$ cat config.mk
export PLATFORM = sky130hd
export DESIGN_NAME = dprs_host
export DESIGN_NICKNAME = d
export VERILOG_FILES = /design/src/dprs_pkg.sv /design/src/dprs_host.sv /design/src/dprs_sync.sv
export SDC_FILE = /design/constraint.sdc
export NUM_CORES = 1
export LEC_CHECK = 0
export ABC_CLOCK_PERIOD_IN_PS = 2300
export BUFFER_PORTS_ARGS = -buffer_cell sky130_fd_sc_hd__buf_2
export CORE_MARGIN = 10
export CORE_UTILIZATION = 35
export CTS_BUF_LIST = sky130_fd_sc_hd__clkbuf_4 sky130_fd_sc_hd__clkbuf_8 sky130_fd_sc_hd__clkbuf_16
export CTS_CLUSTER_DIAMETER = 40
export DETAILED_ROUTE_END_ITERATION = 10
export SLEW_MARGIN = 25
export SYNTH_ARGS = -nofsm -noshare
export SYNTH_HDL_FRONTEND = slang
export SYNTH_SLANG_ARGS = --single-unit
$ cat constraint.sdc
create_clock -name clk_sys_in -period 2.3 [get_ports clk_sys_in]
set_input_delay 0.46 -clock clk_sys_in [delete_from_list [all_inputs] [get_ports clk_sys_in]]
set_output_delay 0.46 -clock clk_sys_in [all_outputs]
set_load 0.05 [all_outputs]
$ cat src/dprs_pkg.sv
// shared constants and types for the dual-port memory host controller
package dprs_pkg;
  localparam int DPRS_ADDR_W = 12;
  localparam int DPRS_DATA_W = 8;
  localparam int DPRS_FLAG_W = 3;
  localparam int DPRS_NUM_FLAGS = 8;
  localparam int DPRS_CLK_NS = 8;
  // write pulse and select to end of write, worst speed grade
  localparam int DPRS_T_WP_NS = 60;
  localparam int DPRS_T_WP_CYC = (DPRS_T_WP_NS + DPRS_CLK_NS - 1) / DPRS_CLK_NS;
  // read access, covered with a larger figure than the write pulse to stay safe
  localparam int DPRS_T_RD_NS = 70;
  localparam int DPRS_T_RD_CYC = (DPRS_T_RD_NS + DPRS_CLK_NS - 1) / DPRS_CLK_NS;
  // flag write to read time
  localparam int DPRS_T_SWR_NS = 10;
  localparam int DPRS_T_SWR_CYC =
    (DPRS_T_SWR_NS + DPRS_CLK_NS - 1) / DPRS_CLK_NS;
  localparam int DPRS_CNT_W = 5;
  localparam logic [DPRS_CNT_W-1:0] DPRS_CNT_RST = 5'h00;

  typedef enum logic [2:0] {
    DPRS_OP_MEM_RD,
    DPRS_OP_MEM_WR,
    DPRS_OP_FLAG_ACQ,
    DPRS_OP_FLAG_REL,
    DPRS_OP_FLAG_RD,
    DPRS_OP_INIT
  } dprs_op_t;

  typedef struct packed {
    dprs_op_t op;
    logic [DPRS_ADDR_W-1:0] addr;
    logic [DPRS_DATA_W-1:0] wdata;
  } dprs_req_t;

  typedef struct packed {
    logic [DPRS_DATA_W-1:0] rdata;
    logic granted;
  } dprs_rsp_t;

  typedef struct packed {
    logic mem_select_n;
    logic flag_select_n;
    logic write_n;
    logic out_en_n;
    logic [DPRS_ADDR_W-1:0] addr;
    logic [DPRS_DATA_W-1:0] dq_out;
    logic dq_oe;
  } dprs_pins_t;
endpackage : dprs_pkg

$ cat src/dprs_host.sv
// host controller driving one port of the dual-port memory with flags
//
// Functional notes
// - address changes only while write strobe or memory select high
// - memory access: mem select low, flag high; flag access reversed
// - memory select stays high through flag write then flag read
// - flags active low; write zero requests, same side's one releases
// - request by writing zero then reading back; zero means granted
// - after failure keep polling or write one to withdraw
// - at start write one to every flag to clear requests
`timescale 1ns/100ps
module dprs_host
  import dprs_pkg::*;
#(
  parameter int ADDR_W = DPRS_ADDR_W,
  parameter int DATA_W = DPRS_DATA_W
) (
  input wire logic clk_sys_in,
  input wire logic srst_in,
  input wire logic req_valid_in,
  input wire dprs_req_t req_in,
  output logic req_ready_out,
  output logic rsp_valid_out,
  output dprs_rsp_t rsp_out,
  output logic mem_select_n_out,
  output logic flag_select_n_out,
  output logic write_n_out,
  output logic out_en_n_out,
  output logic [ADDR_W-1:0] addr_out,
  output logic [DATA_W-1:0] dq_out,
  output logic dq_oe_out,
  input wire logic [DATA_W-1:0] dq_in
);
  // ***********************************************
  // parameter check
  // ***********************************************
  if (ADDR_W != DPRS_ADDR_W || DATA_W != DPRS_DATA_W) begin : g_bad_width
    $error("port widths must match the package");
  end

  typedef enum logic [2:0] {
    ST_IDLE,
    ST_SETUP,
    ST_WRITE,
    ST_RECOVER,
    ST_READ,
    ST_GAP,
    ST_DONE
  } dprs_state_t;

  typedef struct packed {
    dprs_state_t state;
    logic [DPRS_CNT_W-1:0] cnt;
    dprs_req_t cur;
    logic [DPRS_FLAG_W:0] init_idx;
    logic rd_after_wr;
    dprs_pins_t pins;
    logic ready;
    logic rsp_valid;
    dprs_rsp_t rsp;
  } dprs_host_st_t;

  dprs_host_st_t st;
  dprs_host_st_t next_st;
  logic [DATA_W-1:0] dq_sync;

  dprs_sync #(
    .WIDTH(DATA_W)
  ) u_sync (
    .clk_sys_in(clk_sys_in),
    .srst_in(srst_in),
    .d_in(dq_in),
    .q_out(dq_sync)
  );

  // ***********************************************
  // helpers
  // ***********************************************
  function automatic logic is_flag_op(input dprs_op_t op);
    return op != DPRS_OP_MEM_RD && op != DPRS_OP_MEM_WR;
  endfunction : is_flag_op

  function automatic logic is_write_op(input dprs_op_t op);
    return op != DPRS_OP_MEM_RD && op != DPRS_OP_FLAG_RD;
  endfunction : is_write_op

  function automatic logic [DPRS_CNT_W-1:0] cyc(input int n);
    return DPRS_CNT_W'(n - 1);
  endfunction : cyc

  // ***********************************************
  // sequencer
  // ***********************************************
  always_comb begin
    next_st = st;
    next_st.rsp_valid = 1'b0;
    case (st.state)
      ST_IDLE: begin
        next_st.ready = 1'b1;
        if (req_valid_in && st.ready) begin
          next_st.ready = 1'b0;
          next_st.cur = req_in;
          next_st.init_idx = '0;
          // acquire is a write of zero then a read back
          next_st.rd_after_wr = req_in.op == DPRS_OP_FLAG_ACQ;
          // address set while both strobes still high
          next_st.pins.addr = req_in.addr;
          if (is_flag_op(req_in.op)) begin
            // only the low three bits matter for a flag
            next_st.pins.addr = {{(ADDR_W-DPRS_FLAG_W){1'b0}},
                                 req_in.addr[DPRS_FLAG_W-1:0]};
          end
          if (req_in.op == DPRS_OP_INIT) begin
            next_st.pins.addr = '0;
          end
          next_st.state = ST_SETUP;
        end
      end
      ST_SETUP: begin
        // exactly one select low for the access
        next_st.pins.mem_select_n = is_flag_op(st.cur.op);
        next_st.pins.flag_select_n = !is_flag_op(st.cur.op);
        if (is_write_op(st.cur.op)) begin
          // write overlap of strobe and select
          next_st.pins.write_n = 1'b0;
          next_st.pins.out_en_n = 1'b1;
          next_st.pins.dq_oe = 1'b1;
          // flag value rides on bit zero
          case (st.cur.op)
            DPRS_OP_FLAG_ACQ: next_st.pins.dq_out = 8'h00;
            // same write withdraws a failed request
            DPRS_OP_FLAG_REL: next_st.pins.dq_out = 8'hFF;
            DPRS_OP_INIT: next_st.pins.dq_out = 8'hFF;
            default: next_st.pins.dq_out = st.cur.wdata;
          endcase
          next_st.cnt = cyc(DPRS_T_WP_CYC);
          next_st.state = ST_WRITE;
        end else begin
          next_st.pins.out_en_n = 1'b0;
          next_st.cnt = cyc(DPRS_T_RD_CYC) + 5'h02;
          next_st.state = ST_READ;
        end
      end
      ST_WRITE: begin
        if (st.cnt == '0) begin
          // write strobe rises first; outputs never enabled
          next_st.pins.write_n = 1'b1;
          next_st.state = ST_RECOVER;
        end else begin
          next_st.cnt = st.cnt - 5'h01;
        end
      end
      ST_RECOVER: begin
        next_st.pins.dq_oe = 1'b0;
        if (st.rd_after_wr) begin
          // memory select stays high, flag select stays low
          next_st.pins.out_en_n = 1'b1;
          next_st.cnt = cyc(DPRS_T_SWR_CYC);
          next_st.state = ST_GAP;
        end else begin
          next_st.pins.mem_select_n = 1'b1;
          next_st.pins.flag_select_n = 1'b1;
          next_st.state = ST_DONE;
        end
      end
      ST_GAP: begin
        if (st.cnt == '0) begin
          // output enable edge latches a fresh flag value
          next_st.pins.out_en_n = 1'b0;
          next_st.cnt = cyc(DPRS_T_RD_CYC) + 5'h02;
          next_st.state = ST_READ;
        end else begin
          next_st.cnt = st.cnt - 5'h01;
        end
      end
      ST_READ: begin
        if (st.cnt == '0) begin
          next_st.rsp.rdata = dq_sync;
          // flag reads back on bit zero like all bits
          // zero read back means the token is ours
          next_st.rsp.granted = is_flag_op(st.cur.op) && !dq_sync[0];
          // drop both enables so the next poll re-latches
          next_st.pins.out_en_n = 1'b1;
          next_st.pins.mem_select_n = 1'b1;
          next_st.pins.flag_select_n = 1'b1;
          next_st.state = ST_DONE;
        end else begin
          next_st.cnt = st.cnt - 5'h01;
        end
      end
      ST_DONE: begin
        // init walks all eight flags writing one
        if (st.cur.op == DPRS_OP_INIT &&
            st.init_idx[DPRS_FLAG_W-1:0] !=
            DPRS_FLAG_W'(DPRS_NUM_FLAGS - 1)) begin
          next_st.init_idx = st.init_idx + 4'h1;
          next_st.pins.addr = {{(ADDR_W-DPRS_FLAG_W){1'b0}},
                               next_st.init_idx[DPRS_FLAG_W-1:0]};
          next_st.state = ST_SETUP;
        end else begin
          // both selects high: port in standby
          next_st.rsp_valid = 1'b1;
          if (st.cur.op == DPRS_OP_INIT || (is_write_op(st.cur.op) &&
              st.cur.op != DPRS_OP_FLAG_ACQ)) begin
            next_st.rsp = '0;
          end
          next_st.state = ST_IDLE;
        end
      end
      default: begin
        next_st.state = ST_IDLE;
      end
    endcase
    if (srst_in) begin
      next_st = '0;
      next_st.state = ST_IDLE;
      next_st.cnt = DPRS_CNT_RST;
      next_st.pins.mem_select_n = 1'b1;
      next_st.pins.flag_select_n = 1'b1;
      next_st.pins.write_n = 1'b1;
      next_st.pins.out_en_n = 1'b1;
    end
  end

  always_ff @(posedge clk_sys_in) begin
    st <= next_st;
  end

  assign req_ready_out = st.ready;
  assign rsp_valid_out = st.rsp_valid;
  assign rsp_out = st.rsp;
  assign mem_select_n_out = st.pins.mem_select_n;
  assign flag_select_n_out = st.pins.flag_select_n;
  assign write_n_out = st.pins.write_n;
  assign out_en_n_out = st.pins.out_en_n;
  assign addr_out = st.pins.addr;
  assign dq_out = st.pins.dq_out;
  assign dq_oe_out = st.pins.dq_oe;
endmodule : dprs_host

$ cat src/dprs_sync.sv
// two-stage synchroniser for the data bus coming back from the device
`timescale 1ns/100ps
module dprs_sync
  import dprs_pkg::*;
#(
  parameter int WIDTH = DPRS_DATA_W
) (
  input wire logic clk_sys_in,
  input wire logic srst_in,
  input wire logic [WIDTH-1:0] d_in,
  output logic [WIDTH-1:0] q_out
);
  typedef struct packed {
    logic [WIDTH-1:0] s1;
    logic [WIDTH-1:0] s2;
  } dprs_sync_st_t;
  dprs_sync_st_t st;
  dprs_sync_st_t next_st;

  if (WIDTH < 1) begin : g_bad_width
    $error("width must be at least one");
  end

  always_comb begin
    next_st = st;
    next_st.s1 = d_in;
    next_st.s2 = st.s1;
    if (srst_in) begin
      next_st = '0;
    end
  end

  always_ff @(posedge clk_sys_in) begin
    st <= next_st;
  end

  assign q_out = st.s2;
endmodule : dprs_sync
After elaboration in Yosys (flattened, before gate mapping) --
Index checks and enable logic that the tools add are counted.
Word-level totals: output and inout port bits 36, word-level logic and storage cells 121, flip-flop bits (word level) 76, input bits 34
Operators by class: mux-type cells 38, equality and inequality tests 27, reductions and logical operators 34, bitwise operators 1, add/sub/neg operators 2
Operators by type and width (number):
- two-way mux 12 bit | 4
- case mux 12 bit (2 select lines) | 1
- != test 2 bit, second input constant | 11
- case mux 3 bit (7 select lines) | 1
- two-way mux 5 bit | 4
- case mux 5 bit (4 select lines) | 1
- two-way mux 9 bit | 2
- case mux 9 bit (2 select lines) | 1
- case mux 8 bit (2 select lines) | 1
- equality test 3 x 2 -> 1 bit, second input constant | 5
- equality test 3 bit, second input constant | 5
- two-way mux 3 bit | 4
- AND reduction 3 bit | 4
- AND reduction 4 bit | 3
- two-way mux 10 bit | 1
- nonzero test 3 bit | 3
- two-way mux 1 bit | 8
- two-way mux 8 bit | 1
- case mux 4 bit (2 select lines) | 1
- nonzero test 2 bit | 4
- nonzero test 4 bit | 2
- logical AND 1 bit | 7
- two-way mux 2 bit | 3
- != test 3 x 1 -> 1 bit, second input constant | 2
- other kinds (16) | 23

Logic depth before layout (Yosys ltp) --
Gate-level depths: netlist of run 1.
word-level depth 7, depth in mapped cells 7, gate-level depth less buffers 6

Modules after synthesis --
Synthesis of run 1 repeated with hierarchy kept, for this count alone.
Second synthesis, totals: cells, all modules 388, area, all modules 3502.1 sq um
Modules (own cells, without submodules):
- dprs_host | area each 2977.9 sq um, sequential area each 1181.1 sq um, instances 1, cells an instance 347
- dprs_sync | area each 524.3 sq um, sequential area each 320.3 sq um, instances 1, cells an instance 41

Least setup slack after synthesis of run 1 --
OpenSTA, ideal clock, no wires.
kind register -> register, from reg st[64] (netlist name), to reg st, in the netlist rsp_out[0], cell stages (with the launch flop) 7, setup slack 662 ps, clock period less this slack 1638 ps, data arrival time 1506 ps, setup time 132 ps, required time 2168 ps, path buffers 0, path through dfxtp_1 > inv_1 > ha_1 > nor4b_4 > nor2_1 > o31ai_1 > a21oi_1
Between the ends: cells in the longest elaborated chain, start to end 3
Ends and longest elaborated chain:
- start, declared | RTL line dprs_host.sv:63 | dprs_host_st_t st;
- start signal, assigned | RTL line dprs_host.sv:226 | st <= next_st;
- logical NOT 5 bit | RTL line dprs_host.sv:177 | if (st.cnt == '0) begin
- != test 2 bit (no source line)
- AND reduction 4 bit (no source line)
No other way between the ends. A chain may end at the register's enable or synchronous reset.

Worst setup path in the final report of run 1 --
from reg st[37] (netlist name), to reg st, in the netlist addr_out[0]
Between the ends: cells in the longest elaborated chain, start to end 4, elaborated cells between the ends (all ways) 7, classes of those cells 1 x add/sub; 2 x eq/ne; 2 x mux; 2 x reduce/logical
Ends and longest elaborated chain:
- branches (longest 4 deep; another with adder 4 x 1 -> 4 bit)
Several ways; the timed one is not identified. The select of a mux whose other input is x is not followed.

==> out/results.ini, run 1 <==
[outcome]
status=complete, no violations

[worst_setup_path]
required_ns=2.50
cpMaxStageDelayCell=o22a_1
cp-end-kind=register
crit_top_cell=ha_1
crit_path_start_kind=register
cp_slowest_stage_delay_ns=0.46
crit_path_cell_trace=ha_1, ha_1, nand4bb_1, o22a_1, a311oi_1, nor3_1
crit_arrival_ns=2.20
critPathBufInv=0
crit_family=compound AO/OA/AOI/OAI gates
crit_start=st[37]$_SDFFE_PP0P_
r2r_start=st[37]$_SDFFE_PP0P_
crit_path_max_fanout=14
path_class=reg2reg

[final_layout]
drive_gt1_frac=0.245
syn_to_final_growth_pct=13.9
final_common_cell=dfxtp_1
multi_input_area_um2=1580
design_area_um2=3940
seq_area_um2=1500
final_cell_mix=dfxtp_1 (75), buf_2 (69), nand2_1 (52)
n_antenna_cell=0
final_nets=479
num-fill-cells=1004

[cts]
post_cts_buffers=0
hold_buffers=0
cts_root_buf=clkbuf_8
h-tree-depth=3
cts.repair.resized=0
clkTransAtPathRegs_ns=0.08
clk_path_buf_depth=2
cts_buffers=9
cts.sinks=75
clk_latency_ns=0.34
cts_tree=built

[logic_synthesis]
muxShareOfSynthArea=0.00289
ys_seq_area_frac=0.434
synth_compound_area_frac=0.190
yosysWarningCount=0
syn_nets=441
syn_area_um2=3460
synthAdderAreaFrac=0.0108
yosys.area_share.simple=0.243
synth_edf_count=0
synth.distinct_cells=59
netlist_instances=404
synth_xor_area_frac=0.0101
async_reset_ff_frac=0
synth_top_family_by_area=simple AND/OR/NAND/NOR gates
synth_top_flop_cell=dfxtp_1
ys_ff_latch=75
avgSynthCellArea_um2=8.56

[hold_path]
min_from=dq_in[2]
hold_path.class=in2reg

[global_route]
grt.overflow.total=0
antenna_found_initial=0
grt_pass1_vias=2813
grtUsageTotal=0.114
grt_max_degree=35
grt_first_pass_wirelength_um=13800

[routing]
via_count=2877
drc=0
wire_per_inst_um=14.4
routed_wl_um=8320
drtIter0Drc=364
first_pass_iters=4
routed_via_density=4.98
ant_nets=0

[sta]
rsz0062_at_grt=no
hold_viol_final=0
slew_viol_final=0
worstMarginPinSlew_ns=0.664
layout_min_cycle_time_ns=2.00
finClkSkew_ns=0.0122
timing.fmax_ghz=0.499
period_share=0.871
finalSetupTns_ns=0
worst_slew_margin_rel=0.556
setup-violations-final=0

[floorplanning]
io_pins=70
fp.coreArea_um2=9680
start_util=0.357
fp.dieH_um=119
die_w_um=119
die-area_um2=14300
num_rows=36

[power]
p_seq_frac=0.364
internal_power_w=0.00267
p_total_w=0.00450
netSwitchingPower_w=0.00183
ir_worst_vdd_mv=0.420
p_clk_frac=0.237
p_sw_frac=0.407
combPwrFrac=0.399
pwr_density_cell_nw_per_um2=1140
p_leak_nw=1.53

[flow_run]
cap_violations=0

[place]
hpwlAfterDp_um=6150
port_buffers=69
place_congestion=0.811
dpl-instance-area_um2=3730

[synth_stat cells, drive strengths merged (4+ instances only)]
library cell | number | area (um^2)
a211oi | 12 | 90.1
a21oi | 44 | 220
a31oi | 4 | 25.0
buf | 46 | 317
clkbuf | 10 | 37.5
dfxtp | 75 | 1500
inv | 5 | 18.8
nand2 | 53 | 201
nand2b | 7 | 43.8
nand3 | 19 | 100
nand4 | 10 | 62.6
nor2 | 26 | 100
nor2b | 19 | 119
nor3 | 9 | 50.1
o21ai | 6 | 33.8
o22ai | 6 | 43.8
o31ai | 9 | 67.6
[cell type report]
class                           count  share of cell area
Clock buffer                        9              0.0314
Clock inverter                      5              0.0203
Timing Repair Buffer               83               0.118
Sequential cell                    75               0.381
Tap cell                          133              0.0422
Inverter                            6             0.00572
Multi-Input combinational cell    267               0.402
[power by group through the flow]
stage | Combinational [W] | Sequential, W | Clock, W
after global placement | 0.00177 | 0.00166 | 0
after floorplan | 0.00143 | 0.00166 | 0
after detailed placement | 0.00179 | 0.00167 | 0
after CTS | 0.00180 | 0.00164 | 0.00110
after global routing | 0.00198 | 0.00167 | 0.00114
final | 0.00179 | 0.00164 | 0.00107
[state kept, by name, summed over array words and instances, names as in the netlist, 8 cells and up]
name,cells
st,23
addr_out,12
rsp_out,9
dq_out,8
u_sync.q_out,8
u_sync.st,8
[worst reg2reg max path, stage by stage (launching register included)]
cell and delay, ns:
dfxtp_1 0.34, ha_1 0.20, ha_1 0.20, nand4bb_1 0.31, o22a_1 0.46, a311oi_1 0.28
nor3_1 0.08
[worst paths after layout]
check        slack, ns                          to  cells past startpoint
max               0.30    addr_out[0]$_SDFFE_PP0P_                      6
min               0.33    u_sync.st[10]$_SDFF_PP0_                      2
min reg2reg       0.44  u_sync.q_out[7]$_SDFF_PP0_                      1
max reg2reg       0.30    addr_out[0]$_SDFFE_PP0P_                      6
[cell families (layout without fill, tap and decap cells)]
kind of cell | count (synthesis) | count (layout)
AND/OR/NAND/NOR | 159 | 159
AO/OA/AOI/OAI | 100 | 100
flip-flops | 75 | 75
buffers and inverters | 62 | 103
XOR/XNOR | 4 | 4
adder cells (fa/ha/maj) | 3 | 3
multiplexers | 1 | 1
[metrics by stage]
step / utilization / instances / hold WS (ns) / setup WS [ns]
3_3_place_gp: 0.386 / 564 / 0.427 / 0.351
2_1_floorplan: - / 404 / 0.414 / 0.662
3_5_place_dp: 0.386 / 564 / 0.431 / 0.314
5_1_grt: 0.407 / 578 / 0.325 / 0.140
4_1_cts: 0.407 / 578 / 0.315 / 0.293
6_report: 0.407 / 578 / 0.327 / 0.297
[metal layers]
| layer | up-vias | wire (um) | GRT usage |
|---|---|---|---|
| met2 | 90 | 3680 | 0.173 |
| met4 | 0 | 139 | 0.0430 |
| met1 | 1302 | 3840 | 0.146 |
| li1 | 1469 | - | - |
| met5 | - | 0 | 0 |
| met3 | 16 | 665 | 0.0411 |
Note: power is estimated with default switching activity, not from simulation.
==> inputs of run 2 (changes only) <==
--- a/config.mk
+++ b/config.mk
@@ -5,6 +5,7 @@
 export SDC_FILE = /design/constraint.sdc
 export NUM_CORES = 1
 export LEC_CHECK = 0
+export ABC_AREA = 1
 export ABC_CLOCK_PERIOD_IN_PS = 2300
 export BUFFER_PORTS_ARGS = -buffer_cell sky130_fd_sc_hd__buf_2
 export CORE_MARGIN = 10
==> out/results.ini, run 2 <==
[outcome]
status=complete, no violations

[worst_setup_path]
worstReg2RegEnd=addr_out[0]$_SDFFE_PP0P_
rr_worst_depth=8
r2r_start=st[69]$_SDFFE_PP0P_
regToRegSetupSlack_ns=0.50
crit_arrival_ns=2.03
crit_path_start_kind=register
required_ns=2.54
crit_start=st[69]$_SDFFE_PP0P_
critPathCapture=addr_out[0]$_SDFFE_PP0P_
cp-end-kind=register
crit_path_max_fanout=17
path_class=reg2reg

[cts]
cts.sinks=75
cts_buffers=9
cts_tree=built
cts.repair.resized=0
post_cts_buffers=0
hold_buffers=0
clk_path_buf_depth=2
clk_latency_ns=0.34
h-tree-depth=3
cts_root_buf=clkbuf_8
clkTransAtPathRegs_ns=0.07

[sta]
slew_viol_final=0
layout_min_cycle_time_ns=1.80
worst_slack_ns=0.501
setup-violations-final=0
hold_viol_final=0
rsz0062_at_grt=no
worstMarginPinSlew_ns=0.405
timing.fmax_ghz=0.556
finalSetupTns_ns=0
period_share=0.782
finClkSkew_ns=0.00440
worst_slew_margin_rel=0.730

[logic_synthesis]
synthTopCellsByArea=dfxtp_1 (45%), nand2_1 (9.3%), nor2_1 (7.5%), a21oi_1 (6.6%), buf_4 (6.5%)
yosys.area.top_type=dfxtp_1
syn_area_um2=3360
yosysWarningCount=0
synth.distinct_cells=29
ys_seq_area_frac=0.447
avgSynthCellArea_um2=7.35
netlist_instances=457
yosys-top-cells-count=nand2_1 (83), dfxtp_1 (75), nor2_1 (67)
ys_ff_latch=75
synth_edf_count=0
synth_top_flop_cell=dfxtp_1
syn_nets=494
async_reset_ff_frac=0
yosys.area.top_type_share=0.447
synth_most_common_cell=nand2_1

[floorplanning]
die_w_um=118
start_util=0.362
die-area_um2=13900
num_rows=35
io_pins=70
fp.coreArea_um2=9280
fp.dieH_um=118

[place]
place_congestion=0.837
hpwlAfterDp_um=5730
place_ws_ns=0.500
port_buffers=69

[power]
p_leak_nw=1.89
ir_worst_vdd_mv=0.428
pwr_density_cell_nw_per_um2=1290

[global_route]
grt_first_pass_wirelength_um=13300
grt.overflow.total=0
grt_max_degree=44
grt_pass1_vias=2795
grtUsageTotal=0.114
antenna_found_initial=0

[routing]
wire_per_inst_um=12.4
via_count=2828
ant_nets=0
routed_wl_um=7840
first_pass_iters=4
routed_via_density=4.48
drc=0
drtIter0Drc=123

[final_layout]
n_antenna_cell=0
final_common_cell=nand2_1
top_register=st
drive_gt1_frac=0.215
largest_reg_flops=23
final_nets=535
final_cell_mix=nand2_1 (83), dfxtp_1 (75), buf_2 (69)
syn_to_final_growth_pct=12.9

[flow_run]
cap_violations=0

[hold_path]
hold_path.class=in2reg

[run 2: how the worst min path moves through the flow]
stage / startpoint / end / slack [ns] / cells after the start
after detailed placement: u_sync.st[15]$_SDFF_PP0_ / u_sync.q_out[7]$_SDFF_PP0_ / 0.40 / 2
after global routing: dq_in[5] / u_sync.st[13]$_SDFF_PP0_ / 0.30 / 3
final: dq_in[0] / u_sync.st[8]$_SDFF_PP0_ / 0.31 / 3
after floorplan: u_sync.st[8]$_SDFF_PP0_ / u_sync.q_out[0]$_SDFF_PP0_ / 0.39 / 2
after CTS: dq_in[0] / u_sync.st[8]$_SDFF_PP0_ / 0.29 / 3
after global placement: u_sync.st[14]$_SDFF_PP0_ / u_sync.q_out[6]$_SDFF_PP0_ / 0.39 / 2
[run 2: routing by layer]
metal  routed length [um]  global-route usage  up-vias
met1                 3620               0.132     1239
met4                  123              0.0448        0
met3                  580              0.0504       12
met5                    0                   0        -
li1                     -                   -     1507
met2                 3510               0.180       70
[run 2: cell families (layout without fill, tap and decap cells)]
logic type      count (synthesis)  after routing  synth area share
simple gates                  200            200             0.264
buf+inv                        97            142             0.152
compound gates                 82             82             0.126
flops                          75             75             0.447
fa+ha+maj                       3              3            0.0112
[run 2: area by class of cell]
cell class | instances | area (um^2)
Fill cell | 998 | 5490
Sequential cell | 75 | 1500
Multi-Input combinational cell | 285 | 1350
Timing Repair Buffer | 73 | 375
Inverter | 54 | 205
Clock buffer | 13 | 166
Tap cell | 129 | 161
Clock inverter | 2 | 35.0
[run 2: power by group]
group	switching [W]	leakage [nW]	total (W)	internal, W
clock	0.000453	0.106	0.00103	0.000578
combinational	0.00151	1.17	0.00210	0.000591
sequential	0.000182	0.614	0.00176	0.00158
[run 2: critical path, stage by stage (launching register included)]
cell     delay, ns
dfxtp_1       0.39
nor2_1        0.22
nand2_2       0.12
nor2_4        0.26
inv_2         0.18
nand2_4       0.21
inv_4         0.10
nor2_1        0.13
a21oi_1       0.07
[run 2: metrics by stage]
stage               std cells   util  hold slack [ns]  power [W]  area [um^2]
CTS                       631  0.408            0.294    0.00495         3790
global route              631  0.408            0.297    0.00529         3790
finish                    631  0.408            0.313    0.00489         3790
global placement          616  0.387            0.392    0.00388         3590
detailed placement        616  0.387            0.398    0.00390         3590
floorplan                 457      -            0.388    0.00363         3360
==> inputs of run 3 (changes only) <==
--- a/config.mk
+++ b/config.mk
@@ -6,7 +6,7 @@
 export NUM_CORES = 1
 export LEC_CHECK = 0
 export ABC_AREA = 1
-export ABC_CLOCK_PERIOD_IN_PS = 2300
+export ABC_CLOCK_PERIOD_IN_PS = 1700
 export BUFFER_PORTS_ARGS = -buffer_cell sky130_fd_sc_hd__buf_2
 export CORE_MARGIN = 10
 export CORE_UTILIZATION = 35
==> constraint.sdc (replaced) <==
create_clock -name clk_sys_in -period 1.7 [get_ports clk_sys_in]
set_input_delay 0.34 -clock clk_sys_in [delete_from_list [all_inputs] [get_ports clk_sys_in]]
set_output_delay 0.34 -clock clk_sys_in [all_outputs]
set_load 0.05 [all_outputs]
==> out/results.ini, run 3 (same netlist as run 2, synthesis figures left out) <==
[outcome]
status=complete, no violations

[worst_setup_path]
regToRegSetupSlack_ns=0.16
cp-end-kind=register
crit_start=st[37]$_SDFFE_PP0P_
required_ns=1.99
rr_worst_depth=8
critPathCapture=addr_out[6]$_SDFFE_PP0P_
crit_arrival_ns=1.82
r2r_start=st[37]$_SDFFE_PP0P_
crit_path_max_fanout=5
worstReg2RegEnd=addr_out[6]$_SDFFE_PP0P_
path_class=reg2reg
crit_path_start_kind=register

[global_route]
grt_pass1_vias=2891
grtUsageTotal=0.114
antenna_found_initial=0
grt_max_degree=33
grt.overflow.total=0
grt_first_pass_wirelength_um=13400

[power]
p_leak_nw=1.99
ir_worst_vdd_mv=0.682
pwr_density_cell_nw_per_um2=1800

[sta]
finClkSkew_ns=0.00613
layout_min_cycle_time_ns=1.54
worstMarginPinSlew_ns=0.371
period_share=0.904
setup-violations-final=0
timing.fmax_ghz=0.651
slew_viol_final=0
worst_slew_margin_rel=0.752
hold_viol_final=0
finalSetupTns_ns=0
rsz0062_at_grt=yes

[floorplanning]
fp.dieH_um=118
num_rows=35
die-area_um2=13900
fp.coreArea_um2=9280
die_w_um=118
start_util=0.362
io_pins=70

[place]
hpwlAfterDp_um=5860
place_inst=629
port_buffers=69
place_congestion=0.906

[final_layout]
top_register=st
final_nets=550
largest_reg_flops=23
final_cells=647
n_antenna_cell=0
drive_gt1_frac=0.249
final_common_cell=nand2_1
final_cell_mix=nand2_1 (83), dfxtp_1 (74), buf_2 (69)
syn_to_final_growth_pct=18.5

[routing]
via_count=2913
ant_nets=0
first_pass_iters=7
drc=0
drtIter0Drc=99
routed_wl_um=7880
wire_per_inst_um=12.2
routed_via_density=4.50

[cts]
clk_latency_ns=0.35
clk_path_buf_depth=2
clkTransAtPathRegs_ns=0.08
cts_buffers=9
cts_root_buf=clkbuf_8
cts.sinks=75
h-tree-depth=3
cts_tree=built

[flow_run]
cap_violations=0

[hold_path]
hold_path.class=in2reg

## run 3: cell count changes in the layout (fill, tap and decap cells not counted), sizes merged
| cell | change |
|---|---|
| bufinv | +2 |
| nand2 | +1 |
| buf | +14 |
| clkbuf | -1 |
## run 3: worst min-delay path by stage
stage / depth (start not counted) / startpoint / slack, ns / to
2_1_floorplan: 2 / u_sync.st[8]$_SDFF_PP0_ / 0.39 / u_sync.q_out[0]$_SDFF_PP0_
3_3_place_gp: 2 / u_sync.st[11]$_SDFF_PP0_ / 0.39 / u_sync.q_out[3]$_SDFF_PP0_
3_5_place_dp: 2 / u_sync.st[13]$_SDFF_PP0_ / 0.39 / u_sync.q_out[5]$_SDFF_PP0_
4_1_cts: 3 / dq_in[6] / 0.17 / u_sync.st[14]$_SDFF_PP0_
5_1_grt: 3 / dq_in[4] / 0.17 / u_sync.st[12]$_SDFF_PP0_
6_report: 3 / dq_in[5] / 0.19 / u_sync.st[13]$_SDFF_PP0_
## run 3: area by class of cell
cell class	instances	area, um^2
Fill cell	984	5300
Clock buffer	12	165
Sequential cell	75	1500
Clock inverter	4	95.1
Timing Repair Buffer	87	480
Tap cell	129	161
Multi-Input combinational cell	286	1370
Inverter	54	205
## run 3: through the flow
stage	total power (W)	worst slack, ns	instance area, um^2	utilization	hold slack, ns
2_1_floorplan	0.00491	0.0950	3360	-	0.388
3_3_place_gp	0.00540	0.0541	3690	0.397	0.391
3_5_place_dp	0.00544	0.00533	3690	0.397	0.394
4_1_cts	0.00719	0.0751	3950	0.426	0.172
5_1_grt	0.00770	-0.00949	3980	0.429	0.171
6_report	0.00715	0.164	3980	0.429	0.190
## run 3: worst max-delay path, cell delays in order, from the launching register on
cell     delay [ns]
dfxtp_2        0.33
ha_1           0.19
ha_1           0.18
nor3_2         0.16
nand2_2        0.15
nand2_4        0.14
buf_4          0.14
o21ai_0        0.07
nor2_1         0.11
## run 3: report_power, final
group	internal [W]	total (W)	switching, W
combinational	0.000933	0.00304	0.00210
clock	0.00109	0.00173	0.000632
sequential	0.00214	0.00239	0.000250
## run 3: timing repair
| item | in CTS | in global routing |
|---|---|---|
| resized for setup | 1 | 4 |
| hold endpoints to repair | 0 | 0 |
| buffers inserted | 0 | 1 |
| gates cloned | 0 | 1 |
| pin swaps | 0 | 3 |
| setup endpoints to repair | 1 | 16 |
| hold buffers | 0 | 0 |
## run 3: layer usage
layer | GRT usage | vias to the layer above | part of all wire | wire length (um)
met4 | 0.0518 | 0 | 0.020 | 159
met1 | 0.139 | 1304 | 0.49 | 3830
li1 | - | 1529 | - | -
met3 | 0.0393 | 14 | 0.053 | 421
met2 | 0.177 | 66 | 0.44 | 3470
met5 | 0 | - | 0 | 0
